File: src/include/ccd_pkg.sv
// Shared constants and carrier types for the card clock divider block.
// Assumes a single 250 MHz system clock; serial port pins arrive synchronous to it.
package ccd_pkg;

   // Card clock ratio select codes
   typedef enum logic [1:0] {
      CCD_RATIO_LOW  = 2'h0,
      CCD_RATIO_DIV1 = 2'h1,
      CCD_RATIO_DIV2 = 2'h2,
      CCD_RATIO_DIV4 = 2'h3
   } ccd_ratio_t;

   // Command byte field positions (bits 7..5 carry the chip address)
   localparam int CCD_ADDR_MSB = 7;
   localparam int CCD_ADDR_LSB = 5;
   localparam int CCD_RST_BIT = 4;
   localparam int CCD_ROUTE_BIT = 3;
   localparam int CCD_SLOPE_BIT = 2;
   localparam int CCD_RATIO_MSB_BIT = 1;
   localparam int CCD_RATIO_LSB_BIT = 0;
   localparam int CCD_BYTE_BITS = 8;
   localparam int CCD_ADDR_BITS = 3;

   // Values after reset
   localparam logic [1:0] CCD_RATIO_RST = 2'h0;
   localparam logic CCD_CARD_RST_RST = 1'b0;
   localparam logic CCD_SLOPE_RST = 1'b0;
   localparam logic CCD_ROUTE_RST = 1'b0;

   // Status byte layout
   localparam int CCD_ST_SUP_OVER = 0;
   localparam int CCD_ST_SUP_UNDER = 1;
   localparam int CCD_ST_BAT_OVER = 2;
   localparam int CCD_ST_BAT_UNDER = 3;

   // Applied card clock settings
   typedef struct packed {
      logic [1:0] ratio;
      logic fast_edge;
      logic card_reset;
      logic clock_route;
   } ccd_cfg_t;

   // Voltage monitor inputs
   typedef struct packed {
      logic supply_over;
      logic supply_under;
      logic battery_over;
      logic battery_under;
   } ccd_sense_t;

endpackage : ccd_pkg

File: src/hw/ccd_top.sv
// Card clock generator with serial command port and voltage status flags.
// Assumes serial pins and the input clock are synchronous to sys_clk.
//
// How it works
// - two-bit select: low, /1, /2, /4
// - command bits taken only while select low
// - divider resynchronised on last stage
// - ratio one passes input duty through
// - edge slope selectable any time
// - every write updates card reset bit
// - supply faults flag status, pull interrupt low
// - battery faults recorded in status byte
// - current limit raises no flag
// - route divided clock or command bit
// - byte applied on select rising edge
// - first three bits must match address
`timescale 1ns/100ps
`default_nettype none

module ccd_top #(
   parameter logic [2:0] CHIP_ADDR = 3'h3
) (
   // Clock and reset
   input wire logic sys_clk,
   input wire logic rst,
   // Serial command port
   input wire logic spi_sclk,
   input wire logic spi_cs_n,
   input wire logic spi_mosi,
   output logic spi_miso,
   // Input clock and mode
   input wire logic clk_in,
   input wire logic sync_mode,
   // Voltage monitors and current limit
   input wire ccd_pkg::ccd_sense_t sense,
   input wire logic current_limit,
   // Card side
   output logic card_clock_out,
   output logic card_reset_out,
   output logic slow_edge,
   output logic fast_edge,
   // Status and interrupt
   output logic [7:0] status_byte,
   output logic int_n
);

   // All controller state
   typedef struct packed {
      logic sclk;
      logic cs_n;
      logic clk;
      logic [7:0] shift;
      logic [3:0] nbits;
      logic addr_ok;
      logic [7:0] tx;
      ccd_pkg::ccd_cfg_t cfg;
      logic [3:0] flags;
   } ccd_st_t;

   ccd_st_t s_q;
   ccd_st_t s_d;
   // Divider output before the mode mux
   logic div_clk;
   // High in the one cycle that closes a valid frame
   logic apply_now;

   // Bit count that completes a command frame
   localparam logic [3:0] BYTE_FULL = 4'(ccd_pkg::CCD_BYTE_BITS);
   // Count at which the last address bit arrives
   localparam logic [3:0] ADDR_LAST = 4'(ccd_pkg::CCD_ADDR_BITS - 1);

   ////////////////////////////////////////////////////////////////
   // frame closes full and addressed
   // Shared by the settings load and the flag clear so both agree
   function automatic logic frame_done(input logic was_n, input logic now_n, input logic [3:0] cnt, input logic hit);
      return !was_n && now_n && (cnt == BYTE_FULL) && hit;
   endfunction : frame_done

   // Select rising edge seen against the previous pin sample
   assign apply_now = frame_done(s_q.cs_n, spi_cs_n, s_q.nbits, s_q.addr_ok);

   ////////////////////////////////////////////////////////////////
   // Next state
   always_comb begin
      s_d = s_q;
      s_d.sclk = spi_sclk;
      s_d.cs_n = spi_cs_n;
      s_d.clk = clk_in;
      // Frame start clears the shifter and loads status for readout
      if (s_q.cs_n && !spi_cs_n) begin
         s_d.shift = '0;
         s_d.nbits = '0;
         s_d.addr_ok = 1'b0;
         s_d.tx = status_byte;
      end
      if (!spi_cs_n && !s_q.cs_n && spi_sclk && !s_q.sclk) begin
         s_d.shift = {s_q.shift[6:0], spi_mosi};
         s_d.tx = {s_q.tx[6:0], 1'b0};
         // Count saturates, so longer frames keep the last eight bits
         if (s_q.nbits != BYTE_FULL) begin
            s_d.nbits = s_q.nbits + 4'h1;
         end
         if (s_q.nbits == ADDR_LAST) begin
            s_d.addr_ok = ({s_q.shift[1:0], spi_mosi} == CHIP_ADDR);
         end
      end
      if (apply_now) begin
         s_d.cfg.ratio = {s_q.shift[ccd_pkg::CCD_RATIO_MSB_BIT], s_q.shift[ccd_pkg::CCD_RATIO_LSB_BIT]};
         s_d.cfg.fast_edge = s_q.shift[ccd_pkg::CCD_SLOPE_BIT];
         s_d.cfg.card_reset = s_q.shift[ccd_pkg::CCD_RST_BIT];
         s_d.cfg.clock_route = s_q.shift[ccd_pkg::CCD_ROUTE_BIT];
      end
      // sticky supply flags, battery flags; current limit ignored
      s_d.flags = s_q.flags | {sense.battery_under, sense.battery_over, sense.supply_under, sense.supply_over};
      // Valid frame close clears latched flags unless still asserted (set wins)
      if (apply_now) begin
         s_d.flags = {sense.battery_under, sense.battery_over, sense.supply_under, sense.supply_over};
      end
      if (rst) begin
         s_d = '0;
         s_d.sclk = 1'b0;
         s_d.cs_n = 1'b1;
         s_d.cfg.ratio = ccd_pkg::CCD_RATIO_RST;
         s_d.cfg.card_reset = ccd_pkg::CCD_CARD_RST_RST;
         s_d.cfg.fast_edge = ccd_pkg::CCD_SLOPE_RST;
         s_d.cfg.clock_route = ccd_pkg::CCD_ROUTE_RST;
      end
   end

   // State register
   always_ff @(posedge sys_clk) begin
      s_q <= s_d;
   end

   ////////////////////////////////////////////////////////////////
   // ratio divider
   ccd_divider u_div (
      .sys_clk(sys_clk),
      .rst(rst),
      .clk_in_level(s_q.clk),
      .clk_in_rise(clk_in && !s_q.clk),
      .ratio(s_q.cfg.ratio),
      .card_clock_out(div_clk)
   );

   // route divided clock or command bit
   assign card_clock_out = sync_mode ? s_q.cfg.clock_route : div_clk;
   assign card_reset_out = s_q.cfg.card_reset;
   assign fast_edge = s_q.cfg.fast_edge;
   assign slow_edge = ~s_q.cfg.fast_edge;
   // Status layout: low nibble flags, upper bits zero
   assign status_byte = {4'h0, s_q.flags};
   assign int_n = ~(s_q.flags[ccd_pkg::CCD_ST_SUP_OVER] | s_q.flags[ccd_pkg::CCD_ST_SUP_UNDER]);
   assign spi_miso = s_q.tx[7] & ~s_q.cs_n;

   // Current limit deliberately has no effect on status
   logic unused_ok;
   assign unused_ok = current_limit;

endmodule : ccd_top
`default_nettype wire

File: src/hw/ccd_divider.sv
// Card clock divider: ratio select and 50% duty output stage.
// Assumes a one-cycle input clock enable tick from the top level.
`timescale 1ns/100ps
`default_nettype none

module ccd_divider (
   // Clock and reset
   input wire logic sys_clk,
   input wire logic rst,
   // Input clock level and rising-edge tick
   input wire logic clk_in_level,
   input wire logic clk_in_rise,
   // Ratio select
   input wire logic [1:0] ratio,
   // Divided card clock
   output logic card_clock_out
);

   // All divider state
   typedef struct packed {
      logic [1:0] cnt;
      logic [1:0] ratio;
      logic out;
   } ccd_div_st_t;

   ccd_div_st_t s_q;
   ccd_div_st_t s_d;

   ////////////////////////////////////////////////////////////////
   // Next state
   always_comb begin
      s_d = s_q;
      if (clk_in_rise) begin
         s_d.cnt = s_q.cnt + 2'h1;
         // Ratio taken only when the last stage wraps, keeps halves equal
         if (s_q.cnt == 2'h3) begin
            s_d.ratio = ratio;
         end
         unique case (ccd_pkg::ccd_ratio_t'(s_q.ratio))
            // Stopped low
            ccd_pkg::CCD_RATIO_LOW: s_d.out = 1'b0;
            ccd_pkg::CCD_RATIO_DIV1: s_d.out = 1'b0;
            // Toggle each input rising edge gives half rate
            ccd_pkg::CCD_RATIO_DIV2: s_d.out = ~s_d.cnt[0];
            // Last stage bit gives quarter rate
            ccd_pkg::CCD_RATIO_DIV4: s_d.out = ~s_d.cnt[1];
         endcase
      end
      if (rst) begin
         s_d = '0;
      end
   end

   always_ff @(posedge sys_clk) begin
      s_q <= s_d;
   end

   assign card_clock_out = (s_q.ratio == ccd_pkg::CCD_RATIO_DIV1) ? clk_in_level : s_q.out;

endmodule : ccd_divider
`default_nettype wire

File: config.mk
export PLATFORM = sky130hd
export DESIGN_NAME = ccd_top
export DESIGN_NICKNAME = d
export VERILOG_FILES = /design/src/include/ccd_pkg.sv /design/src/hw/ccd_top.sv /design/src/hw/ccd_divider.sv
export SDC_FILE = /design/constraint.sdc
export NUM_CORES = 1
export LEC_CHECK = 0
export BUFFER_PORTS_ARGS = -buffer_cell sky130_fd_sc_hd__buf_4
export CAP_MARGIN = 20
export CORE_MARGIN = 2
export CORE_UTILIZATION = 45
export CTS_CLUSTER_SIZE = 28
export DETAILED_ROUTE_END_ITERATION = 6
export GPL_TIMING_DRIVEN = 0
export HOLD_SLACK_MARGIN = 0.02
export PLACE_DENSITY = 0.68
export SETUP_SLACK_MARGIN = 0.15
export SLEW_MARGIN = 40
export SYNTH_ARGS = -nofsm -noshare
export SYNTH_HDL_FRONTEND = slang
export SYNTH_HIERARCHICAL = 1
export SYNTH_SLANG_ARGS = --single-unit
File: constraint.sdc
create_clock -name sys_clk -period 1.45 [get_ports sys_clk]
set_input_delay 0.145 -clock sys_clk [delete_from_list [all_inputs] [get_ports sys_clk]]
set_output_delay 0.145 -clock sys_clk [all_outputs]
set_load 0.02 [all_outputs]
==> results.cfg, run 1 <==
[clock_network]
clk_latency_ps = 340
cts-root-buf = clkbuf_4
cts_buffer_depth = 2
cts_buffers = 5
clk_pin_slew_ps = 100
htree_levels = 2
cts_tree = built
cts_sinks = 35

[route]
drt_iter0_drc = 46
ant_nets = 0
wl_mm = 3.95
firstDrtPassIters = 4
post-route-drc-count = 0
wire_per_inst_um = 14.5
vias = 1384
vias_per_cell = 5.09

[global_routing]
use_met2 = 0.365
antenna_found_initial = 0
grt_busiest_layer = met2
use_met1 = 0.229
grt.total_usage = 0.203
grt_max_degree = 12
first_global_vias = 1387
grt_overflow = 0
grt_pass1_wl_mm = 6.43
grtUsageMet3 = 0.0599

[final_layout]
fin_area_um2 = 2460
layoutNonFillerInstCount = 272
layout-drive-gt1-share = 0.531
finish.utilization = 0.722
fin_nets = 242
antennaDiodeCount = 0
syn2layout_area_growth_pct = 50.7

[sta]
tightest_slew_ps = 683
hold-worst-slack_ps = 49.0
max_freq_mhz = 596
timing.final.ws_setup_ps = -227
maxSlewHeadroom = 0.545
setup_viol = 16
rsz0062_at_grt = true
period_minus_slack_ps = 1680
drv_slew = 0
tns_ps = -787
fin_skew_ps = 2.03
post-route-period-util = 1.16
final_hold_viol_count = 0

[setup_path]
critPathMaxStageDelay_ps = 340
cp-start-kind = flip-flop
worst-endpoint-arrival_ps = 1530
worst-path-buf-inv = 1
crit_path_end_kind = output port
crit_chain = nor2b_4, mux2_4, mux2_4, buf_6
required_ps = 1310
cp_top_family = multiplexers
cpMaxStageDelayCell = dfxtp_2
critPathMostFrequentCell = mux2_4
path_max_fanout = 2
worstSetupPathType = flip-flop to output port

[placed_design]
dpl.hpwl_mm = 2.30
place_area_um2 = 1920
pre_cts_slack_ps = -114
portBuffers = 20
gp_congestion = 0.733
placedCellCount = 244

[synthesis]
avgSynthCellArea_um2 = 9.34
synth_cell_types = 38
synthCells = 175
yosysTopAreaCell = dfxtp_1
syn_area_um2 = 1640
yosysWarnings = 6
ys_seq_area_frac = 0.428
netlist_top_cells_area = dfxtp_1, nand2_1, a21oi_1
yosysTopAreaCellShare = 0.428
synth-seq-cells = 35

[power]
power.leakage_nw = 0.903
power_mw = 1.86
switchingPower_mw = 0.499
p_int_mw = 1.36
switching_share = 0.269
power_frac_comb = 0.163
powerDensity_nw_per_um2 = 754
p_clk_frac = 0.293
seqPwrFrac = 0.544
ir_drop_mv = 0.640

[job]
drv_cap = 0

[floorplanning]
die_h_um = 64.3
dieArea_um2 = 4130
fp-row-count = 21
pin_count = 26
core_um2 = 3420
die_w_um = 64.3
initial_core_util = 0.479

[hold_path]
hold_class = input port to flip-flop

[run_status]
violations = negative setup slack
status = finished, violations left
## state kept, by name, indices dropped and copies added, names as in the netlist
register and flops:
status_byte 4, fast_edge 1, s_q 24, u_div/s_q 5
card_reset_out 1
## cell type report
type | count | area (um2)
fill | 250 | 951
clock buffer | 6 | 51.3
clock inverter | 1 | 5.00
timing repair buffer | 41 | 370
inverter | 4 | 17.5
tap | 46 | 57.6
buffer | 18 | 156
multi-input combinational | 121 | 1090
sequential | 35 | 712
## cell usage after synthesis, drive strengths merged
cell     count
a211oi       1
a21bo        2
a21oi       16
a22oi        3
and2         1
and2b        2
buf         14
clkbuf       4
conb         1
dfxtp       35
ha           4
inv          4
mux2         3
mux2i        8
nand2       28
nand2b       1
nand3       16
nand3b       1
nor2         5
nor2b        5
nor3         2
nor4         1
nor4b        1
nor4bb       1
o2111ai      2
o21ai        1
o2bb2ai      4
o41ai        3
or2          1
or3b         2
or4b         2
xnor2        1
## path summary, 6_finish.rpt
kind         slack, ps          from  cells past startpoint        endpoint
max reg2reg        -90       s_q[31]                      5         s_q[21]
max               -230  u_div/s_q[1]                      4  card_clock_out
min reg2reg        460        s_q[4]                      2          s_q[4]
min                 50      spi_sclk                      2         s_q[32]
## power groups by stage
| stage | clock, mW | sequential [mW] | combinational, mW |
|---|---|---|---|
| 4_1_cts | 0.565 | 1.01 | 0.271 |
| 6_report | 0.545 | 1.01 | 0.303 |
| 3_5_place_dp | 0 | 1.03 | 0.221 |
| 2_1_floorplan | 0 | 1.03 | 0.150 |
| 5_1_grt | 0.602 | 1.02 | 0.325 |
| 3_3_place_gp | 0 | 1.03 | 0.217 |
## repair_timing
item / CTS / global route
pin swaps: 9 / 11
buffers inserted: 12 / 2
cloned: 1 / 1
hold endpoints to repair: 5 / 0
hold buffers: 5 / 0
gates resized for setup: 40 / 31
endpoints found under the setup margin: 29 / 30
## worst register-to-register path, cell delays in order, from the launching register on
cell	delay, ps
dfxtp_2	330
buf_6	110
or4b_4	520
buf_8	160
o2111ai_2	190
o41ai_2	100
## cell usage in the layout, fill, tap and decap left out, types with 2 or more instances in the layout
cell / netlist / final
dfxtp_1: 35 / 30
a21oi_2: 0 / 12
nand3_1: 16 / 3
a21oi_1: 16 / 4
or4b_4: 1 / 2
and2b_2: 2 / 2
dfxtp_4: 0 / 2
nand2_1: 28 / 27
dfxtp_2: 0 / 3
buf_6: 4 / 12
conb_1: 1 / 4
nand3_2: 0 / 7
clkbuf_4: 0 / 5
o41ai_2: 1 / 2
mux2i_1: 8 / 8
o2bb2ai_2: 0 / 3
nand3_4: 0 / 6
dlygate4sd3_1: 0 / 5
a22oi_1: 3 / 3
ha_2: 0 / 2
nor2b_4: 0 / 2
nor2_1: 5 / 5
nor2b_1: 5 / 3
clkbuf_1: 4 / 3
inv_1: 4 / 2
mux2_4: 0 / 2
buf_4: 8 / 35
a21bo_2: 2 / 2
## logic make-up (layout without fill, tap and decap cells)
logic type / Yosys count / after routing / share of synthesized area
AOI/OAI and AO/OA: 32 / 32 / 0.139
xor gates and xnor gates: 1 / 1 / 0.00536
adders and majority gates: 4 / 4 / 0.0306
buffers and inverters: 22 / 70 / 0.0887
DFF: 35 / 35 / 0.428
muxes: 11 / 11 / 0.0696
other: 1 / 4 / 0.00229
and+or+nand+nor: 69 / 69 / 0.236
## metal layers
metal	share of wire	wire (um)
met5	0	0
met4	0.013	53
met3	0.037	146
met2	0.52	2070
met1	0.43	1680
(Power assumes the default switching activity.)
==> run 2: changes to the inputs <==
--- a/config.mk
+++ b/config.mk
@@ -14,6 +14,7 @@
 export GPL_TIMING_DRIVEN = 0
 export HOLD_SLACK_MARGIN = 0.02
 export PLACE_DENSITY = 0.68
+export RECOVER_POWER = 50
 export SETUP_SLACK_MARGIN = 0.15
 export SLEW_MARGIN = 40
 export SYNTH_ARGS = -nofsm -noshare
==> run 2 against run 1 <==
Net effect: the flow still finishes with violations (negative setup slack); sequential power is essentially flat; routed wire length shrank 0.20%; sequential share of layout area grew 0.36 points; non-clock buffer count is the same; setup slack lost 1.8 ps; clock skew is essentially flat; largest power group unchanged; highest routed layer unchanged.
==> results.cfg, run 2 (synthesis results as in run 1) <==
[setup_path]
worst-endpoint-arrival_ps = 1530
reg2reg_to = s_q[21]
ff2ff_path_depth = 5
rr_startpoint = s_q[31]
required_ps = 1310
r2r_slack_ps = -90
cp-start-kind = flip-flop
path_max_fanout = 2
crit_path_end_kind = output port
worstSetupPathType = flip-flop to output port

[clock_network]
htree_levels = 2
cts_tree = built
cts_sinks = 35
clk_pin_slew_ps = 100
cts_buffers = 5
cts-root-buf = clkbuf_4
cts_buffer_depth = 2
clk_latency_ps = 340

[floorplanning]
initial_core_util = 0.479
pin_count = 26
die_w_um = 64.3
die_h_um = 64.3
core_um2 = 3420
dieArea_um2 = 4130
fp-row-count = 21

[run_status]
violations = negative setup slack
status = finished, violations left

[placed_design]
place_area_um2 = 1920
portBuffers = 20
gp_congestion = 0.733
dpl.hpwl_mm = 2.30

[final_layout]
fin_area_um2 = 2430
final_cell_mix = dfxtp_1, nand2_1, buf_4
largest_reg_flops = 24
syn2layout_area_growth_pct = 48.9
final_common_cell = dfxtp_1
layout-drive-gt1-share = 0.500
top_register = s_q
fin_nets = 242
antennaDiodeCount = 0

[global_routing]
grt_pass1_wl_mm = 6.43
grt.total_usage = 0.203
grt_overflow = 0
first_global_vias = 1387
grt_max_degree = 12
antenna_found_initial = 0

[sta]
fin_skew_ps = 2.02
maxSlewHeadroom = 0.547
drv_slew = 0
rsz0062_at_grt = true
tightest_slew_ps = 679
tns_ps = -809
setup_viol = 17
period_minus_slack_ps = 1680
timing.final.ws_setup_ps = -228
max_freq_mhz = 596
final_hold_viol_count = 0
post-route-period-util = 1.16

[hold_path]
hold_class = input port to flip-flop
hold_start = spi_sclk
hold_end = s_q[32]
holdPathStages = 2

[power]
powerDensity_nw_per_um2 = 759
ir_drop_mv = 0.640
power.leakage_nw = 0.874

[route]
wl_mm = 3.94
ant_nets = 0
vias = 1383
firstDrtPassIters = 4
wire_per_inst_um = 14.5
post-route-drc-count = 0
drt_iter0_drc = 50
vias_per_cell = 5.08

[job]
drv_cap = 0
## run 2: cell count changes in the layout (fill, tap and decap cells not counted)
cell / before / now
clkbuf_4: 5 / 7
buf_4: 35 / 27
clkbuf_1: 3 / 10
buf_6: 12 / 11
## run 2: metrics by stage
| stage | power [mW] | cells | worst slack, ps | util | hold slack (ps) |
|---|---|---|---|---|---|
| 2_1_floorplan | 1.18 | 178 | 12.2 | - | 214 |
| 3_3_place_gp | 1.25 | 244 | -69.0 | 0.563 | 348 |
| 3_5_place_dp | 1.25 | 244 | -114 | 0.563 | 352 |
| 4_1_cts | 1.85 | 269 | -222 | 0.674 | 33.2 |
| 5_1_grt | 1.93 | 272 | -281 | 0.713 | 54.9 |
| 6_report | 1.85 | 272 | -228 | 0.713 | 49.6 |
## run 2: cell type report
class	instances	area (um2)
sequential	35	712
tap	46	57.6
inverter	4	17.5
clock buffer	6	51.3
multi-input combinational	121	1090
buffer	18	149
timing repair buffer	41	348
clock inverter	1	5.00
fill	257	981
## run 2: where the power goes
| part | switching [mW] | internal (mW) |
|---|---|---|
| Clock | 0.320 | 0.225 |
| Combinational | 0.153 | 0.140 |
| Sequential | 0.0252 | 0.986 |
| Total | 0.498 | 1.35 |
## run 2: worst max path at each step
stage,endpoint,from,slack [ps],cells after the start
after floorplan,s_q[19],s_q[31],10,6
after global placement,fast_edge,s_q[19],-70,5
after detailed placement,fast_edge,s_q[19],-110,5
after CTS,card_clock_out,u_div/s_q[1],-220,4
after global routing,card_clock_out,u_div/s_q[1],-280,4
final,card_clock_out,u_div/s_q[1],-230,4
## run 2: per-layer routing
metal / track usage / vias up / share of wire
met5: 0 / - / 0
met4: 0.0638 / 0 / 0.013
met3: 0.0599 / 5 / 0.037
met2: 0.365 / 22 / 0.53
met1: 0.229 / 652 / 0.42
li1: - / 704 / -
## run 2: what timing repair did
item / 4_1_cts / 5_1_grt
gates cloned: 1 / 1
setup buffers: 12 / 2
endpoints found under the setup margin: 29 / 30
resized for setup: 40 / 31
hold buffers: 5 / 0
pin swaps: 9 / 11
hold endpoints to repair: 5 / 0
## run 2: critical path, stage by stage (launching register included)
cell and delay (ps):
dfxtp_2 340, nor2b_4 150, mux2_4 300, mux2_4 270, buf_6 130
==> run 3: changes to the inputs <==
--- a/config.mk
+++ b/config.mk
@@ -13,7 +13,7 @@
 export DETAILED_ROUTE_END_ITERATION = 6
 export GPL_TIMING_DRIVEN = 0
 export HOLD_SLACK_MARGIN = 0.02
-export PLACE_DENSITY = 0.68
+export PLACE_DENSITY = 0.65
 export RECOVER_POWER = 50
 export SETUP_SLACK_MARGIN = 0.15
 export SLEW_MARGIN = 40
==> run 3 against run 2 <==
Net effect: flip-flop and latch count stayed put; largest power group unchanged; critical endpoint unchanged; routed wire length grew 4.1%; largest cell class unchanged; the run still ends with negative setup slack left; die area did not move.
==> results.cfg, run 3 (synthesis results as in run 1) <==
[setup_path]
cpMaxStageDelayCell = dfxtp_2
cp_top_family = multiplexers
worstSetupPathType = flip-flop to output port
worst-endpoint-arrival_ps = 1530
ff2ff_path_depth = 5
path_max_fanout = 2
crit_chain = nor2b_4, mux2_4, mux2_2, buf_6
cp.depth = 4
cp-start-kind = flip-flop
worst-path-buf-inv = 1
required_ps = 1310
crit_path_end_kind = output port
critPathMaxStageDelay_ps = 340

[power]
power_mw = 2.05
powerDensity_nw_per_um2 = 807
ir_drop_mv = 0.744
power_frac_comb = 0.147
switchingPower_mw = 0.511
power.leakage_nw = 0.924
p_clk_frac = 0.360
seqPwrFrac = 0.493
p_int_mw = 1.54
switching_share = 0.249

[final_layout]
layoutNonFillerInstCount = 277
largest_reg_flops = 24
finish.utilization = 0.744
antennaDiodeCount = 0
final_common_cell = buf_4
multi_input_area_um2 = 1110
syn2layout_area_growth_pct = 55.5
fin_nets = 246
register_area_um2 = 709
layout-drive-gt1-share = 0.515
final_cell_mix = buf_4, dfxtp_1, nand2_1
fillCellCount = 241
top_register = s_q

[run_status]
status = finished, violations left
violations = negative setup slack

[sta]
drv_slew = 0
fin_skew_ps = 13.9
period_minus_slack_ps = 1680
post-route-period-util = 1.16
final_hold_viol_count = 0
maxSlewHeadroom = 0.527
hold-worst-slack_ps = 60.9
tightest_slew_ps = 709
setup_viol = 22
timing.final.ws_setup_ps = -226
rsz0062_at_grt = true
max_freq_mhz = 597

[route]
wire_per_inst_um = 14.8
wl_mm = 4.10
post-route-drc-count = 0
vias_per_cell = 5.18
ant_nets = 0
drt_iter0_drc = 54
vias = 1434
firstDrtPassIters = 4

[floorplanning]
die_h_um = 64.3
die_w_um = 64.3
dieArea_um2 = 4130
initial_core_util = 0.479
fp-row-count = 21
pin_count = 26
core_um2 = 3420

[clock_network]
cts-root-buf = clkbuf_4
clk_latency_ps = 340
cts_buffer_depth = 2
cts_tree = built
cts_sinks = 35
cts_buffers = 5
htree_levels = 2
clk_pin_slew_ps = 110

[placed_design]
pre_cts_slack_ps = -139
gp_congestion = 0.754
dpl.hpwl_mm = 2.42
placedCellCount = 244
portBuffers = 20

[global_routing]
grt_pass1_wl_mm = 6.64
grt.total_usage = 0.209
grt_max_degree = 12
antenna_found_initial = 0
first_global_vias = 1461
grt_overflow = 0

[job]
drv_cap = 0

[hold_path]
hold_class = input port to flip-flop
holdPathStages = 2
==> run 3: cell count changes in the layout (fill, tap and decap cells not counted), moves of 2 or more <==
| cell | change |
|---|---|
| buf_4 | +4 |
| ha_4 | +2 |
| clkbuf_1 | -2 |
| ha_2 | -2 |
==> run 3: repair_timing <==
action	CTS	global route
hold buffers	5	1
cloned	2	0
gates resized for setup	47	23
endpoints found under the hold margin	5	1
setup endpoints to repair	29	29
buffers inserted	14	3
pin swaps	13	6
==> run 3: per-stage QoR <==
stage	setup TNS [ps]	cell area, um2
finish	-794	2540
global route	-1580	2540
CTS	-758	2420
detailed placement	-1560	1920
global placement	-856	1920
floorplan	0	1720
==> run 3: path summary, 6_finish.rpt <==
kind	start	to	slack [ps]
max	u_div/s_q[1]	card_clock_out	-230
min reg2reg	s_q[4]	s_q[4]	460
max reg2reg	s_q[31]	s_q[21]	-50
min	spi_sclk	s_q[32]	60
==> run 3: final cells by class <==
class	count	share of cell area
repair buffers	45	0.164
clock buffers	6	0.0202
flip-flops and latches	35	0.279
well taps	46	0.0226
inverters	4	0.00689
clock inverters	2	0.0138
multi-input cells	121	0.436
plain buffers	18	0.0571
==> run 3: power by group through the flow <==
| stage | combinational, mW | sequential, mW | clock (mW) |
|---|---|---|---|
| final | 0.301 | 1.01 | 0.739 |
| after detailed placement | 0.222 | 1.03 | 0 |
| after global placement | 0.216 | 1.03 | 0 |
| after floorplan | 0.150 | 1.03 | 0 |
| after global routing | 0.323 | 1.02 | 0.810 |
| after CTS | 0.277 | 1.01 | 0.756 |
==> run 3: metal layers <==
| metal | GRT usage | share of wire |
|---|---|---|
| met1 | 0.240 | 0.43 |
| met2 | 0.372 | 0.52 |
| met3 | 0.0616 | 0.037 |
| met4 | 0.0612 | 0.011 |
| met5 | 0 | 0 |
